===== config.mk =====
export PLATFORM = sky130hd
export DESIGN_NAME = fcc_host
export DESIGN_NICKNAME = d
export VERILOG_FILES = /design/src/hdl/fcc_pkg.sv /design/src/hdl/fcc_host.sv
export SDC_FILE = /design/constraint.sdc
export NUM_CORES = 1
export LEC_CHECK = 0
export BUFFER_PORTS_ARGS = -buffer_cell sky130_fd_sc_hd__buf_2
export CAP_MARGIN = 20
export CORE_MARGIN = 1
export CORE_UTILIZATION = 50
export CTS_BUF_LIST = sky130_fd_sc_hd__clkbuf_2 sky130_fd_sc_hd__clkbuf_4 sky130_fd_sc_hd__clkbuf_8
export DETAILED_ROUTE_END_ITERATION = 10
export PLACE_DENSITY = 0.7
export REMOVE_ABC_BUFFERS = 1
export SYNTH_ARGS = -nofsm -noshare
export SYNTH_HDL_FRONTEND = slang
export SYNTH_SLANG_ARGS = --single-unit

===== constraint.sdc =====
create_clock -name clk_in -period 3.44 [get_ports clk_in]
set_clock_uncertainty 0.15 [all_clocks]
set_input_delay 0.172 -clock clk_in [delete_from_list [all_inputs] [get_ports clk_in]]
set_output_delay 0.172 -clock clk_in [all_outputs]
set_load 0.01 [all_outputs]

===== src/hdl/fcc_pkg.sv =====
// constants for the flash crc check host controller
// assumes a 20 mhz system clock and a word-wide (x16) flash bus
package fcc_pkg;

    // ----------------------------------------------------------------
    // apb register offsets
    // ----------------------------------------------------------------
    localparam logic [7:0] OFF_CTRL = 8'h00;
    localparam logic [7:0] OFF_STATUS = 8'h04;
    localparam logic [7:0] OFF_EXP_LO = 8'h08;
    localparam logic [7:0] OFF_EXP_HI = 8'h0c;
    localparam logic [7:0] OFF_START = 8'h10;
    localparam logic [7:0] OFF_STOP = 8'h14;
    localparam logic [7:0] OFF_INT_STAT = 8'h18;
    localparam logic [7:0] OFF_INT_MASK = 8'h1c;
    localparam logic [7:0] OFF_POLL = 8'h20;

    // ----------------------------------------------------------------
    // field positions
    // ----------------------------------------------------------------
    localparam int CTRL_GO_BIT = 0;
    localparam int ST_BUSY_BIT = 0;
    localparam int ST_PASS_BIT = 1;
    localparam int ST_FAIL_BIT = 2;
    localparam int INT_DONE_BIT = 0;
    localparam int INT_FAIL_BIT = 1;
    localparam int CHECK_ERROR_FLAG_BIT = 5;
    localparam logic [1:0] INT_MASK_RST = 2'h0;

    // ----------------------------------------------------------------
    // command sequence words
    // ----------------------------------------------------------------
    localparam logic [15:0] UNLOCK1_ADDR = 16'h0555;
    localparam logic [15:0] UNLOCK1_DATA = 16'h00aa;
    localparam logic [15:0] UNLOCK2_ADDR = 16'h02aa;
    localparam logic [15:0] UNLOCK2_DATA = 16'h0055;
    localparam logic [15:0] EXT_FUNC_CMD = 16'h00eb;
    localparam logic [15:0] CRC_SUBOP = 16'h0027;
    localparam logic [15:0] RANGE_COUNT = 16'h000a;
    localparam logic [15:0] RANGE_OPTION = 16'hfffe;
    localparam logic [15:0] RESERVED_WORD = 16'h0000;
    localparam logic [15:0] CONFIRM_CMD = 16'h0029;
    localparam logic [4:0] SEQ_LAST = 5'h10;

    // ----------------------------------------------------------------
    // bus timing
    // ----------------------------------------------------------------
    localparam int CLK_NS = 50;
    localparam int T_WE_LOW_NS = 100;
    localparam int T_READ_NS = 150;
    localparam logic [3:0] WE_CYC = 4'((T_WE_LOW_NS + CLK_NS - 1) / CLK_NS);
    localparam logic [3:0] RD_CYC = 4'((T_READ_NS + CLK_NS - 1) / CLK_NS);

    typedef enum logic [2:0] {
        FCC_IDLE, FCC_LOAD, FCC_WSET, FCC_WLOW, FCC_WHIGH, FCC_RGAP, FCC_RLOW
    } fcc_state_t;

endpackage


===== src/hdl/fcc_host.sv =====
// host controller that runs a range crc check on a parallel nor flash
// assumes a word-wide flash bus, an apb master for software, a ready/busy pin
// Overview of operation
// [RL1] device computes crc over array or range, compares, reports pass/fail
// [RL2] device crc is 64-bit with polynomial constant 0x42f0e1eba9ea3693
// [RL3] device feeds data lsb first from an all-zero crc start value
// [RL4] host writes aa at 555, 55 at 2aa, then eb and 27 at zero
// [RL5] host writes count 000a then option fffe at offset zero
// [RL6] host writes expected crc as four words at offsets 1 to 4
// [RL7] host writes start byte address low half at 5, high at 6
// [RL8] host writes zero at 7, stop address at 8 and 9, zero at 10
// [RL9] host confirms with 29 at zero, then polls reads until ready
// [RL10] device sets check error bit 5 when crc mismatches
// [RL11] device treats range addresses as bytes regardless of bus width
// [RL12] device does nothing when stop address is not above start
// [RL13] device returns busy polling status on reads while checking
//
// Register access over APB and the address map were left to the implementer.
`timescale 1ns/1ps
module fcc_host #(
    parameter int AW = 26
) (
    // clock and reset
    input wire logic clk_in,
    input wire logic nrst_in,
    // apb slave
    input wire logic psel_in,
    input wire logic penable_in,
    input wire logic pwrite_in,
    input wire logic [7:0] paddr_in,
    input wire logic [31:0] pwdata_in,
    output logic [31:0] prdata_out,
    output logic pready_out,
    output logic pslverr_out,
    output logic irq_out,
    // flash pins
    output logic [AW-1:0] flash_addr_out,
    output logic [15:0] flash_dq_out,
    output logic flash_dq_oe_out,
    input wire logic [15:0] flash_dq_in,
    output logic flash_ce_n_out,
    output logic flash_oe_n_out,
    output logic flash_we_n_out,
    input wire logic flash_ready_busy_n_in
);

    // ----------------------------------------------------------------
    // state
    // ----------------------------------------------------------------
    fcc_pkg::fcc_state_t state_reg, state_next;
    logic [4:0] idx_reg, idx_next;
    logic [3:0] cnt_reg, cnt_next;
    logic [63:0] exp_reg, exp_next;
    logic [31:0] start_reg, start_next, stop_reg, stop_next;
    logic [1:0] stat_reg, stat_next, mask_reg, mask_next;
    logic busy_reg, busy_next, pass_reg, pass_next, fail_reg, fail_next;
    logic [15:0] poll_reg, poll_next;
    logic [31:0] prdata_reg, prdata_next;
    logic pready_reg, pready_next, pslverr_reg, pslverr_next, irq_reg, irq_next;
    logic [AW-1:0] addr_reg, addr_next;
    logic [15:0] dq_reg, dq_next;
    logic oe_en_reg, oe_en_next, ce_n_reg, ce_n_next;
    logic oe_n_reg, oe_n_next, we_n_reg, we_n_next;
    logic [15:0] seq_addr, seq_data;
    logic wr_acc, rd_setup, go, done_ev, fail_ev;
    logic [1:0] set_bits;

    // ----------------------------------------------------------------
    // command sequence table
    // ----------------------------------------------------------------
    always_comb begin
        seq_addr = 16'h0000;
        seq_data = fcc_pkg::RESERVED_WORD;
        case (idx_reg)
            5'h00: begin
                seq_addr = fcc_pkg::UNLOCK1_ADDR; // see [RL4]
                seq_data = fcc_pkg::UNLOCK1_DATA;
            end
            5'h01: begin
                seq_addr = fcc_pkg::UNLOCK2_ADDR; // see [RL4]
                seq_data = fcc_pkg::UNLOCK2_DATA;
            end
            5'h02: seq_data = fcc_pkg::EXT_FUNC_CMD; // see [RL4]
            5'h03: seq_data = fcc_pkg::CRC_SUBOP; // see [RL4]
            5'h04: seq_data = fcc_pkg::RANGE_COUNT; // see [RL5]
            5'h05: seq_data = fcc_pkg::RANGE_OPTION; // see [RL5]
            5'h06, 5'h07, 5'h08, 5'h09: begin
                // expected crc, least significant word first
                seq_addr = {11'h000, idx_reg - 5'h05}; // see [RL6]
                seq_data = exp_reg[16*(idx_reg-5'h06) +: 16];
            end
            5'h0a: {seq_addr, seq_data} = {16'h0005, start_reg[15:0]}; // see [RL7]
            5'h0b: {seq_addr, seq_data} = {16'h0006, start_reg[31:16]}; // see [RL7]
            5'h0c: seq_addr = 16'h0007; // see [RL8]
            5'h0d: {seq_addr, seq_data} = {16'h0008, stop_reg[15:0]}; // see [RL8]
            5'h0e: {seq_addr, seq_data} = {16'h0009, stop_reg[31:16]}; // see [RL8]
            5'h0f: seq_addr = 16'h000a; // see [RL8]
            5'h10: seq_data = fcc_pkg::CONFIRM_CMD; // see [RL9]
            default: seq_addr = 16'h0000;
        endcase
    end

    // ----------------------------------------------------------------
    // apb decode, registers and flash sequencer
    // ----------------------------------------------------------------
    always_comb begin
        wr_acc = psel_in && penable_in && pwrite_in;
        rd_setup = psel_in && !penable_in;
        go = wr_acc && paddr_in == fcc_pkg::OFF_CTRL && pwdata_in[fcc_pkg::CTRL_GO_BIT];
        state_next = state_reg;
        idx_next = idx_reg;
        cnt_next = cnt_reg;
        exp_next = exp_reg;
        start_next = start_reg;
        stop_next = stop_reg;
        mask_next = mask_reg;
        busy_next = busy_reg;
        pass_next = pass_reg;
        fail_next = fail_reg;
        poll_next = poll_reg;
        addr_next = addr_reg;
        dq_next = dq_reg;
        oe_en_next = oe_en_reg;
        ce_n_next = ce_n_reg;
        oe_n_next = oe_n_reg;
        we_n_next = we_n_reg;
        done_ev = 1'b0;
        fail_ev = 1'b0;
        // zero wait states: answer is prepared in the setup cycle
        pready_next = rd_setup;
        pslverr_next = 1'b0;
        prdata_next = 32'h0000_0000;
        if (rd_setup) begin
            if (paddr_in == fcc_pkg::OFF_CTRL) begin
                prdata_next = 32'h0000_0000;
            end else if (paddr_in == fcc_pkg::OFF_STATUS) begin
                prdata_next = {29'h0, fail_reg, pass_reg, busy_reg};
            end else if (paddr_in == fcc_pkg::OFF_EXP_LO) begin
                prdata_next = exp_reg[31:0];
            end else if (paddr_in == fcc_pkg::OFF_EXP_HI) begin
                prdata_next = exp_reg[63:32];
            end else if (paddr_in == fcc_pkg::OFF_START) begin
                prdata_next = start_reg;
            end else if (paddr_in == fcc_pkg::OFF_STOP) begin
                prdata_next = stop_reg;
            end else if (paddr_in == fcc_pkg::OFF_INT_STAT) begin
                prdata_next = {30'h0, stat_reg};
            end else if (paddr_in == fcc_pkg::OFF_INT_MASK) begin
                prdata_next = {30'h0, mask_reg};
            end else if (paddr_in == fcc_pkg::OFF_POLL) begin
                prdata_next = {16'h0, poll_reg};
            end else begin
                pslverr_next = 1'b1;
            end
        end
        // parameters are frozen while a check runs so the sequence stays coherent
        if (wr_acc && !busy_reg) begin
            if (paddr_in == fcc_pkg::OFF_EXP_LO) exp_next[31:0] = pwdata_in;
            else if (paddr_in == fcc_pkg::OFF_EXP_HI) exp_next[63:32] = pwdata_in;
            else if (paddr_in == fcc_pkg::OFF_START) start_next = pwdata_in;
            else if (paddr_in == fcc_pkg::OFF_STOP) stop_next = pwdata_in;
        end
        if (wr_acc && paddr_in == fcc_pkg::OFF_INT_MASK) mask_next = pwdata_in[1:0];
        case (state_reg)
            fcc_pkg::FCC_IDLE: begin
                if (go) begin
                    busy_next = 1'b1;
                    pass_next = 1'b0;
                    fail_next = 1'b0;
                    idx_next = 5'h00;
                    ce_n_next = 1'b0;
                    state_next = fcc_pkg::FCC_LOAD;
                end
            end
            fcc_pkg::FCC_LOAD: begin
                addr_next = AW'(seq_addr);
                dq_next = seq_data;
                oe_en_next = 1'b1;
                state_next = fcc_pkg::FCC_WSET;
            end
            fcc_pkg::FCC_WSET: begin
                we_n_next = 1'b0;
                cnt_next = 4'h1;
                state_next = fcc_pkg::FCC_WLOW;
            end
            fcc_pkg::FCC_WLOW: begin
                cnt_next = cnt_reg + 4'h1;
                if (cnt_reg == fcc_pkg::WE_CYC) begin
                    we_n_next = 1'b1;
                    state_next = fcc_pkg::FCC_WHIGH;
                end
            end
            fcc_pkg::FCC_WHIGH: begin
                if (idx_reg == fcc_pkg::SEQ_LAST) begin
                    oe_en_next = 1'b0;
                    addr_next = '0;
                    state_next = fcc_pkg::FCC_RGAP; // see [RL9]
                end else begin
                    idx_next = idx_reg + 5'h01;
                    state_next = fcc_pkg::FCC_LOAD;
                end
            end
            fcc_pkg::FCC_RGAP: begin
                oe_n_next = 1'b0;
                cnt_next = 4'h1;
                state_next = fcc_pkg::FCC_RLOW;
            end
            fcc_pkg::FCC_RLOW: begin
                cnt_next = cnt_reg + 4'h1;
                if (cnt_reg == fcc_pkg::RD_CYC) begin
                    oe_n_next = 1'b1;
                    poll_next = flash_dq_in;
                    // keep polling until the ready pin reports completion
                    if (flash_ready_busy_n_in) begin
                        ce_n_next = 1'b1;
                        busy_next = 1'b0;
                        fail_ev = flash_dq_in[fcc_pkg::CHECK_ERROR_FLAG_BIT];
                        fail_next = fail_ev;
                        pass_next = !fail_ev;
                        done_ev = 1'b1;
                        state_next = fcc_pkg::FCC_IDLE;
                    end else begin
                        state_next = fcc_pkg::FCC_RGAP; // see [RL9]
                    end
                end
            end
            default: state_next = fcc_pkg::FCC_IDLE;
        endcase
        // event wins over a simultaneous write-one-to-clear
        set_bits = 2'b00;
        set_bits[fcc_pkg::INT_DONE_BIT] = done_ev;
        set_bits[fcc_pkg::INT_FAIL_BIT] = fail_ev;
        stat_next = stat_reg;
        if (wr_acc && paddr_in == fcc_pkg::OFF_INT_STAT) begin
            stat_next = stat_reg & ~pwdata_in[1:0];
        end
        stat_next = stat_next | set_bits;
        irq_next = |(stat_next & mask_next);
    end

    always_ff @(posedge clk_in or negedge nrst_in) begin
        if (!nrst_in) begin
            state_reg <= fcc_pkg::FCC_IDLE;
            idx_reg <= 5'h00;
            cnt_reg <= 4'h0;
            exp_reg <= 64'h0;
            start_reg <= 32'h0;
            stop_reg <= 32'h0;
            stat_reg <= 2'h0;
            mask_reg <= fcc_pkg::INT_MASK_RST;
            busy_reg <= 1'b0;
            pass_reg <= 1'b0;
            fail_reg <= 1'b0;
            poll_reg <= 16'h0;
            prdata_reg <= 32'h0;
            pready_reg <= 1'b0;
            pslverr_reg <= 1'b0;
            irq_reg <= 1'b0;
            addr_reg <= '0;
            dq_reg <= 16'h0;
            oe_en_reg <= 1'b0;
            ce_n_reg <= 1'b1;
            oe_n_reg <= 1'b1;
            we_n_reg <= 1'b1;
        end else begin
            state_reg <= state_next;
            idx_reg <= idx_next;
            cnt_reg <= cnt_next;
            exp_reg <= exp_next;
            start_reg <= start_next;
            stop_reg <= stop_next;
            stat_reg <= stat_next;
            mask_reg <= mask_next;
            busy_reg <= busy_next;
            pass_reg <= pass_next;
            fail_reg <= fail_next;
            poll_reg <= poll_next;
            prdata_reg <= prdata_next;
            pready_reg <= pready_next;
            pslverr_reg <= pslverr_next;
            irq_reg <= irq_next;
            addr_reg <= addr_next;
            dq_reg <= dq_next;
            oe_en_reg <= oe_en_next;
            ce_n_reg <= ce_n_next;
            oe_n_reg <= oe_n_next;
            we_n_reg <= we_n_next;
        end
    end

    assign prdata_out = prdata_reg;
    assign pready_out = pready_reg;
    assign pslverr_out = pslverr_reg;
    assign irq_out = irq_reg;
    assign flash_addr_out = addr_reg;
    assign flash_dq_out = dq_reg;
    assign flash_dq_oe_out = oe_en_reg;
    assign flash_ce_n_out = ce_n_reg;
    assign flash_oe_n_out = oe_n_reg;
    assign flash_we_n_out = we_n_reg;
endmodule


==> flow_summary_export.csv, run 1 <==
group,metric,value,unit
worst_setup_path,cp-end-kind,"register",
power,powerDensity,518,nW/um^2
power,p_seq_frac,0.430,
grt,grt_max_degree,99,
worst_setup_path,crit_path_start_kind,"register",
layout,postLayoutCellArea,13600,um^2
drt,drt-total-wl,30.8,mm
die,die_area,23100,um^2
placement,pre_cts_slack,0.780,ns
layout,fill_cells,1725,
synthesis,synth_ff_type,"dfrtp_1",
synthesis,yosys_warnings,0,
die,rows,54,
grt,grt.total_usage,0.269,
timing,fin_ws,0.473,ns
synthesis,ys_seq_elements,225,
clock_tree,post_cts_buffers,0,
clock_tree,path_clk_slew,0.07,ns
placement,gp_congestion,0.883,
timing,tightest_slew,0.892,ns
worst_setup_path,slowest_stage,"dlygate4sd3_1",
layout,diodes,0,
drt,dr.pass1.iters,9,
synthesis,syn_avg_cell_area,12.0,um^2
layout,area_growth,20.8,%
drt,wl_per_cell,21.4,um
placement,dp_hpwl,19.6,mm
grt,grt_pass1_wl,48.3,mm
worst_setup_path,reg2reg_depth,7,
die,dieHeight,152,um
drt,vias_per_cell,6.05,
timing,slew_violations,0,
placement,dpl-instance-area,12200,um^2
timing,finalHoldViolCount,0,
run_status,outcome,"finished, violations left",
timing,final-setup-viol-count,0,
die,initial_core_util,0.513,
clock_tree,tritoncts,"done",
clock_tree,numCtsBuffers,39,
power,intPower,4.89,mW
run_status,violations,"DRC",
power,p_sw,2.16,mW
worst_setup_path,max_stage_delay,0.55,ns
grt,grt_pass1_vias,8566,
timing,timing.fmax,337,MHz
die,die_x,152,um
synthesis,syn-cell-area,11300,um^2
die,io_pins,143,
layout,nets,1198,
worst_setup_path,worstPathArrival,3.30,ns
power,peakVddDrop,0.293,mV
hold_path,hold_end,"stat_reg[0]",
drt,drt-initial-drc-count,763,
layout,drive_above_1_share,0.380,
drt,postRouteAntennaNets,0,
timing,rsz0062_at_grt,"false",
worst_setup_path,crit_fanout,17,
layout,largest_reg_flops,64,
placement,dp.cells,1308,
clock_tree,cts_resized,0,
worst_setup_path,path_cells,"ha_1 > nor3b_1 > and4b_1 > buf_4 > and2_1 > a22o_1 > dlygate4sd3_1",
layout,layout.cells.non_filler,1435,
clock_tree,htree_levels,2,
worst_setup_path,r2r_slack,0.47,ns
power,p_sw_frac,0.306,
placement,port-buffer-count,127,
clock_tree,cts_buffer_depth,3,
hold_path,hp-class,"in2reg",
drt,drcViolationCount,18,
power,clockPowerShare,0.376,
power,p_comb_frac,0.194,
hold_path,hold_depth,4,
die,core-area,22000,um^2
layout,utilization,0.619,
clock_tree,cts_sinks,225,
grt,grt-ovfl-total,0,
timing,period_share,0.862,
worst_setup_path,crit_type,"reg2reg",
timing,maxSlewHeadroom,0.402,
job,maxCapViolations,0,
synthesis,synth_cell_types,68,
grt,antenna_found_initial,0,
timing,fin_crit,2.97,ns
power,power_leakage,6.68,nW
drt,num_vias,8680,
synthesis,ys_async_sr_fraction,1.00,
clock_tree,ctsRootBufferMaster,"clkbuf_8",
clock_tree,insertion_delay,0.55,ns
hold_path,min_from,"psel_in",
worst_setup_path,rr_startpoint,"cnt_reg[0]",
worst_setup_path,crit_required,3.77,ns
timing,tns,0,ns
synthesis,ys_seq_area_frac,0.501,
synthesis,synth-edff-count,0,
synthesis,syn_inst,938,
worst_setup_path,timing.rr.end,"fail_reg",
## worst max-delay path: cells and delay by family (launching register included)
kind            cells  cell delay (ns)
flops               1             0.44
fa+ha+maj           1             0.24
simple gates        3             0.99
compound gates      1             0.18
buf+inv             2             0.89
## cell usage after synthesis, drive strengths merged (3+ instances only)
library cell,number,area share
o2bb2ai,5,0.0039
o22ai,10,0.0056
a22oi,17,0.011
and2,3,0.0017
or2,3,0.0017
mux2i,32,0.028
a211o,3,0.0023
and3,4,0.0022
a21oi,24,0.011
clkbuf,38,0.013
ha,10,0.011
nand3,11,0.0049
inv,10,0.0033
a22o,9,0.0070
nand2b,8,0.0044
o211ai,3,0.0020
nor4,4,0.0062
buf,47,0.026
nand4,8,0.0044
or3,4,0.0022
a31oi,5,0.0028
a211oi,3,0.0020
dfrtp,222,0.49
o22a,19,0.015
a221oi,13,0.010
nor2,61,0.020
mux4,16,0.032
a21o,4,0.0027
a32o,4,0.0036
o21ai,43,0.019
mux2,173,0.17
nor3,6,0.0041
nand2,58,0.019
dfstp,3,0.0070
nor2b,4,0.0022
xnor2,3,0.0023
o31ai,4,0.0027
a222oi,15,0.013
## metal layers
layer	track usage	vias up	part of all wire
li1	-	3850	-
met1	0.361	4385	0.42
met2	0.442	374	0.48
met3	0.0405	71	0.064
met4	0.103	0	0.033
met5	0	-	0
## how the worst max path moves through the flow
stage                start                 to  cells after the start
6_report        cnt_reg[0]           fail_reg                      7
5_1_grt         cnt_reg[0]           fail_reg                      7
4_1_cts        paddr_in[5]      prdata_out[2]                      9
3_5_place_dp    idx_reg[0]   flash_dq_out[15]                      8
3_3_place_gp    idx_reg[0]  flash_addr_out[4]                      6
2_1_floorplan  paddr_in[1]        stop_reg[0]                      3
## metrics by stage
step           power (mW)  hold WS, ns
6_report             7.04       0.0381
5_1_grt              7.34       0.0437
2_1_floorplan        3.82       -0.274
3_3_place_gp         4.35        0.107
4_1_cts              7.06       0.0195
3_5_place_dp         4.36        0.107
## timing repair
item,CTS,global route
endpoints found under the setup margin,0,0
hold buffers,57,0
endpoints found under the hold margin,255,0
## layout make-up
cell class	instances	area [um^2]	share of cell area
repair buffers	218	1480	0.109
flip-flops and latches	225	5630	0.414
multi-input cells	631	5230	0.384
clock buffers	62	791	0.0581
clock inverters	8	75.1	0.00552
well taps	280	350	0.0258
inverters	11	41.3	0.00304
## logic make-up (layout without fill, tap and decap cells)
family / Yosys count / after routing / share of synthesized area
multiplexers: 221 / 221 / 0.234
buffers and inverters: 96 / 299 / 0.0426
other: 1 / 15 / 0.000333
adder cells (fa/ha/maj): 12 / 12 / 0.0129
flip-flops: 225 / 225 / 0.501
AO/OA/AOI/OAI: 196 / 196 / 0.126
AND/OR/NAND/NOR: 182 / 182 / 0.0804
XOR/XNOR: 5 / 5 / 0.00389
## power groups by stage
| stage | Clock, mW | Sequential, mW | Combinational [mW] |
|---|---|---|---|
| after global placement | 0 | 3.06 | 1.29 |
| after detailed placement | 0 | 3.07 | 1.30 |
| final | 2.65 | 3.03 | 1.37 |
| after floorplan | 0 | 3.09 | 0.724 |
| after global routing | 2.80 | 3.05 | 1.49 |
| after CTS | 2.69 | 3.02 | 1.35 |
## cell usage in the layout, fill, tap and decap left out, types with 4 or more instances in the layout
cell type,netlist,layout
a21oi_1,24,24
a22o_1,9,9
nand4_1,8,8
inv_1,10,10
clkbuf_8,0,52
ha_1,10,10
and3_1,4,4
mux2i_1,32,32
a221oi_1,13,13
buf_2,17,126
o21ai_0,41,41
a222oi_1,15,15
nor2_1,61,61
o22a_1,19,19
clkinv_2,0,4
conb_1,1,15
buf_4,20,33
clkbuf_4,0,10
dlygate4sd3_1,0,57
o2bb2ai_1,5,5
dfrtp_1,222,222
or3_1,4,4
a32o_1,4,4
nor2b_1,4,4
o22ai_1,10,10
a22oi_1,17,17
mux4_2,16,16
mux2_2,173,173
nand2_1,58,58
a31oi_1,5,5
nand2b_1,8,8
a21o_1,4,4
nand3_1,11,11
Note: power is estimated with default switching activity, not from simulation.
==> inputs of run 2 (changes only) <==
- PLACE_DENSITY: 0.7 -> not set
- PLACE_DENSITY_LB_ADDON: not set -> 0.08
==> flow_summary_export.csv, run 2 (synthesis gave the netlist of run 1 again) <==
group,metric,value,unit
worst_setup_path,crit_fanout,7,
layout,area_growth,21.0,%
drt,vias_per_cell,6.01,
clock_tree,numCtsBuffers,41,
clock_tree,htree_levels,2,
clock_tree,path_clk_slew,0.06,ns
drt,drcViolationCount,56,
die,io_pins,143,
worst_setup_path,crit_type,"reg2reg",
worst_setup_path,crit_path_start_kind,"register",
timing,final-setup-viol-count,0,
layout,nets,1202,
drt,postRouteAntennaNets,0,
worst_setup_path,worstPathArrival,2.96,ns
clock_tree,cts_buffer_depth,3,
worst_setup_path,crit_required,3.76,ns
drt,dr.pass1.iters,11,
clock_tree,cts_sinks,225,
clock_tree,insertion_delay,0.55,ns
timing,rsz0062_at_grt,"false",
drt,wl_per_cell,22.1,um
layout,utilization,0.620,
power,peakVddDrop,0.335,mV
power,power_leakage,6.69,nW
run_status,outcome,"finished, violations left",
placement,gp_congestion,0.901,
drt,drt-total-wl,31.9,mm
layout,drive_above_1_share,0.383,
grt,grt_pass1_vias,8883,
timing,period_share,0.765,
timing,maxSlewHeadroom,0.416,
grt,antenna_found_initial,2,
die,die_area,23100,um^2
die,initial_core_util,0.513,
die,die_x,152,um
power,finalPower,6.99,mW
timing,tightest_slew,0.876,ns
die,dieHeight,152,um
layout,largest_reg_flops,64,
die,rows,54,
clock_tree,ctsRootBufferMaster,"clkbuf_8",
job,maxCapViolations,0,
drt,num_vias,8667,
timing,timing.fmax,380,MHz
timing,slew_violations,0,
grt,grt_pass1_wl,51.2,mm
placement,dp_hpwl,20.4,mm
clock_tree,cts_resized,0,
run_status,violations,"DRC",
timing,finalHoldViolCount,0,
drt,drt-initial-drc-count,622,
grt,grt-ovfl-total,0,
hold_path,hp-class,"in2reg",
worst_setup_path,cp-end-kind,"register",
power,powerDensity,513,nW/um^2
timing,fin_crit,2.63,ns
layout,final_common_cell,"dfrtp_1",
worst_setup_path,r2r_slack,0.81,ns
die,core-area,22000,um^2
layout,final_cell_mix,"dfrtp_1 (222), mux2_2 (173), buf_2 (126)",
clock_tree,tritoncts,"done",
placement,port-buffer-count,127,
grt,grt_max_degree,96,
grt,grt.total_usage,0.287,
## run 2: cell types whose count changed in the layout (fill, tap and decap cells not counted)
| cell | before | now |
|---|---|---|
| bufinv_16 | 1 | 0 |
| buf_12 | 1 | 3 |
| buf_4 | 33 | 34 |
| dlygate4sd3_1 | 57 | 56 |
| diode_2 | 0 | 3 |
| clkinv_2 | 4 | 10 |
| inv_6 | 2 | 0 |
| clkbuf_8 | 52 | 51 |
## run 2: report_power, final
part | internal (mW) | total [mW] | switching, mW
combinational | 0.564 | 1.42 | 0.859
sequential | 2.80 | 2.99 | 0.199
clock | 1.44 | 2.57 | 1.13
## run 2: metal layers
| metal | part of all wire | wire length (um) | vias to the layer above | GRT usage |
|---|---|---|---|---|
| li1 | - | - | 3863 | - |
| met1 | 0.43 | 13800 | 4446 | 0.383 |
| met3 | 0.058 | 1850 | 54 | 0.0479 |
| met5 | 0 | 0 | - | 0 |
| met2 | 0.48 | 15400 | 304 | 0.470 |
| met4 | 0.025 | 804 | 0 | 0.110 |
## run 2: worst paths after layout
path,start,to,depth (start not counted)
worst max-delay path,cnt_reg[0],irq_out,6
worst min-delay path,paddr_in[7],pslverr_out,5
worst max register to register,cnt_reg[0],irq_out,6
worst min register to register,flash_addr_out[4],flash_addr_out[4],1
max in group asynchronous,nrst_in,exp_reg[63],3
min in group asynchronous,nrst_in,cnt_reg[3],2
## run 2: layout make-up
class / instances / area, um^2
Antenna cell: 3 / 7.51
Clock buffer: 61 / 777
Clock inverter: 11 / 57.6
Fill cell: 1812 / 8340
Inverter: 11 / 41.3
Multi-Input combinational cell: 631 / 5230
Sequential cell: 225 / 5630
Tap cell: 280 / 350
Timing Repair Buffer: 220 / 1520
## run 2: worst max-delay path, cell delays in order, from the launching register on
cell and delay (ns):
dfrtp_1 0.44, ha_1 0.25, nor3b_1 0.40, and4b_1 0.66
and2_1 0.35, a22o_1 0.20, a22o_1 0.13
## run 2: repair_timing
item	4_1_cts	5_1_grt
hold endpoints to repair	250	0
hold buffers	56	0
buffers inserted	0	0
## run 2: metrics by stage
step	TNS, ns	hold slack, ns	std cells	setup WS, ns	area (um^2)
6_report	0	0.0474	1442	0.807	13600
5_1_grt	0	0.0612	1440	0.594	13600
4_1_cts	0	0.0240	1439	0.793	13600
3_5_place_dp	0	0.0863	1311	0.819	12200
3_3_place_gp	0	0.0866	1311	0.859	12200
2_1_floorplan	-25.00	-0.274	867	-0.781	10900
==> inputs of run 3 (changes only) <==
- clock period: 3.44 -> 2.5 ns (I/O delays scaled with it)
==> flow_summary_export.csv, run 3 (synthesis gave the netlist of run 1 again) <==
group,metric,value,unit
run_status,outcome,"finished, violations left",
run_status,violations,"DRC",
grt,grt_pass1_wl,51.4,mm
power,p_comb_frac,0.210,
grt,grt.total_usage,0.288,
die,io_pins,143,
power,powerDensity,737,nW/um^2
layout,final_common_cell,"dfrtp_1",
worst_setup_path,crit_type,"reg2reg",
timing,period_share,0.965,
die,initial_core_util,0.513,
die,dieHeight,152,um
die,die_x,152,um
layout,fill_cells,1758,
worst_setup_path,cp.buffers_inverters,2,
timing,fin_crit,2.41,ns
timing,maxSlewHeadroom,0.535,
drt,vias_per_cell,5.90,
power,power_leakage,6.92,nW
layout,final_cell_mix,"dfrtp_1 (222), mux2_2 (173), buf_2 (126)",
clock_tree,path_clk_slew,0.06,ns
grt,antenna_found_initial,0,
worst_setup_path,crit_required,2.76,ns
power,clockPowerShare,0.394,
drt,drt-total-wl,32.4,mm
job,maxCapViolations,0,
worst_setup_path,cp.depth,8,
clock_tree,insertion_delay,0.54,ns
placement,port-buffer-count,127,
power,peakVddDrop,0.424,mV
power,intPower,7.26,mW
drt,dr.pass1.iters,8,
hold_path,hp-class,"in2async",
worst_setup_path,slowest_stage,"dfrtp_1",
layout,nets,1233,
clock_tree,cts_sinks,225,
layout,area_growth,24.9,%
worst_setup_path,critical-path-top-delay-family,"compound AO/OA/AOI/OAI gates",
placement,dp_hpwl,21.0,mm
power,p_seq_frac,0.396,
timing,final-setup-viol-count,0,
die,rows,54,
grt,grt-ovfl-total,0,
layout,postLayoutCellArea,14100,um^2
power,p_sw_frac,0.300,
die,core-area,22000,um^2
clock_tree,numCtsBuffers,42,
placement,dp.cells,1337,
timing,timing.fmax,415,MHz
drt,num_vias,8695,
timing,slew_violations,0,
clock_tree,tritoncts,"done",
grt,grt_max_degree,82,
worst_setup_path,crit_fanout,16,
drt,wl_per_cell,22.0,um
layout,layout.cells.non_filler,1474,
drt,drcViolationCount,28,
layout,drive_above_1_share,0.399,
worst_setup_path,path_cells,"buf_4 > ha_1 > and2_1 > o31ai_1 > o311ai_0 > o21ai_1 > buf_4 > o21ai_0",
clock_tree,htree_levels,2,
timing,tightest_slew,0.693,ns
power,p_sw,3.10,mW
worst_setup_path,crit_path_start_kind,"register",
timing,rsz0062_at_grt,"false",
layout,largest_reg_flops,64,
timing,finalHoldViolCount,0,
placement,gp_congestion,0.898,
grt,grt_pass1_vias,8997,
worst_setup_path,max_stage_delay,0.41,ns
layout,diodes,0,
worst_setup_path,worstPathArrival,2.67,ns
placement,dpl-instance-area,12500,um^2
die,die_area,23100,um^2
timing,hold_ws,0.0288,ns
clock_tree,cts_buffer_depth,3,
clock_tree,ctsRootBufferMaster,"clkbuf_8",
worst_setup_path,reg2reg_depth,8,
drt,postRouteAntennaNets,0,
worst_setup_path,path_common_cell,"buf_4",
drt,drt-initial-drc-count,630,
worst_setup_path,cp-end-kind,"register",
==> run 3: cell count changes in the layout (fill, tap and decap cells not counted), sizes merged <==
cell	delta
buf	+27
bufinv	+2
clkbuf	+11
clkinv	-9
clkinvlp	-1
diode	-3
dlygate4sd3	+3
inv	+2
==> run 3: layer usage <==
layer,track usage,part of all wire
met1,0.382,0.43
met5,0,0
met2,0.483,0.49
met3,0.0431,0.055
met4,0.101,0.026
==> run 3: path summary, 6_finish.rpt <==
path                       slack [ns]                 to         startpoint
setup / recovery                 0.09    flash_dq_out[8]         idx_reg[0]
hold / removal                   0.03         cnt_reg[3]            nrst_in
setup reg to reg                 0.09    flash_dq_out[8]         idx_reg[0]
hold reg to reg                  0.35  flash_addr_out[2]  flash_addr_out[2]
max in group asynchronous        1.40       stop_reg[17]            nrst_in
min in group clk_in              0.03        pslverr_out        paddr_in[7]
==> run 3: worst register-to-register path, stage by stage (launching register included) <==
cell	delay, ns
dfrtp_1	0.41
buf_4	0.18
ha_1	0.25
and2_1	0.19
o31ai_1	0.33
o311ai_0	0.19
o21ai_1	0.16
buf_4	0.26
o21ai_0	0.15
==> run 3: final cells by class <==
type / count / area, um^2 / area share
Clock buffer: 72 / 910 / 0.0647
Tap cell: 280 / 350 / 0.0249
Multi-Input combinational cell: 631 / 5230 / 0.372
Timing Repair Buffer: 250 / 1820 / 0.129
Inverter: 11 / 41.3 / 0.00294
Clock inverter: 5 / 82.6 / 0.00587
Sequential cell: 225 / 5630 / 0.401
==> run 3: repair_timing <==
item	CTS	global route
gates resized for setup	0	0
hold buffers	59	0
endpoints found under the setup margin	0	2
hold endpoints to repair	385	0
buffers inserted	0	1
==> run 3: metrics by stage <==
step / setup TNS [ns] / power, mW / setup slack, ns / utilization
floorplan: -75.91 / 5.25 / -1.67 / -
global placement: 0 / 6.22 / 0.183 / 0.568
detailed placement: 0 / 6.23 / 0.129 / 0.568
CTS: 0 / 10.4 / 0.117 / 0.640
global route: 0 / 10.8 / 0.00349 / 0.640
finish: 0 / 10.4 / 0.0878 / 0.640
==> run 3: power groups by stage <==
stage               Sequential, mW  Combinational, mW  Clock (mW)
global route                  4.13               2.36        4.33
global placement              4.15               2.07           0
finish                        4.10               2.18        4.09
detailed placement            4.15               2.07           0
floorplan                     4.26              0.996           0
CTS                           4.09               2.17        4.17
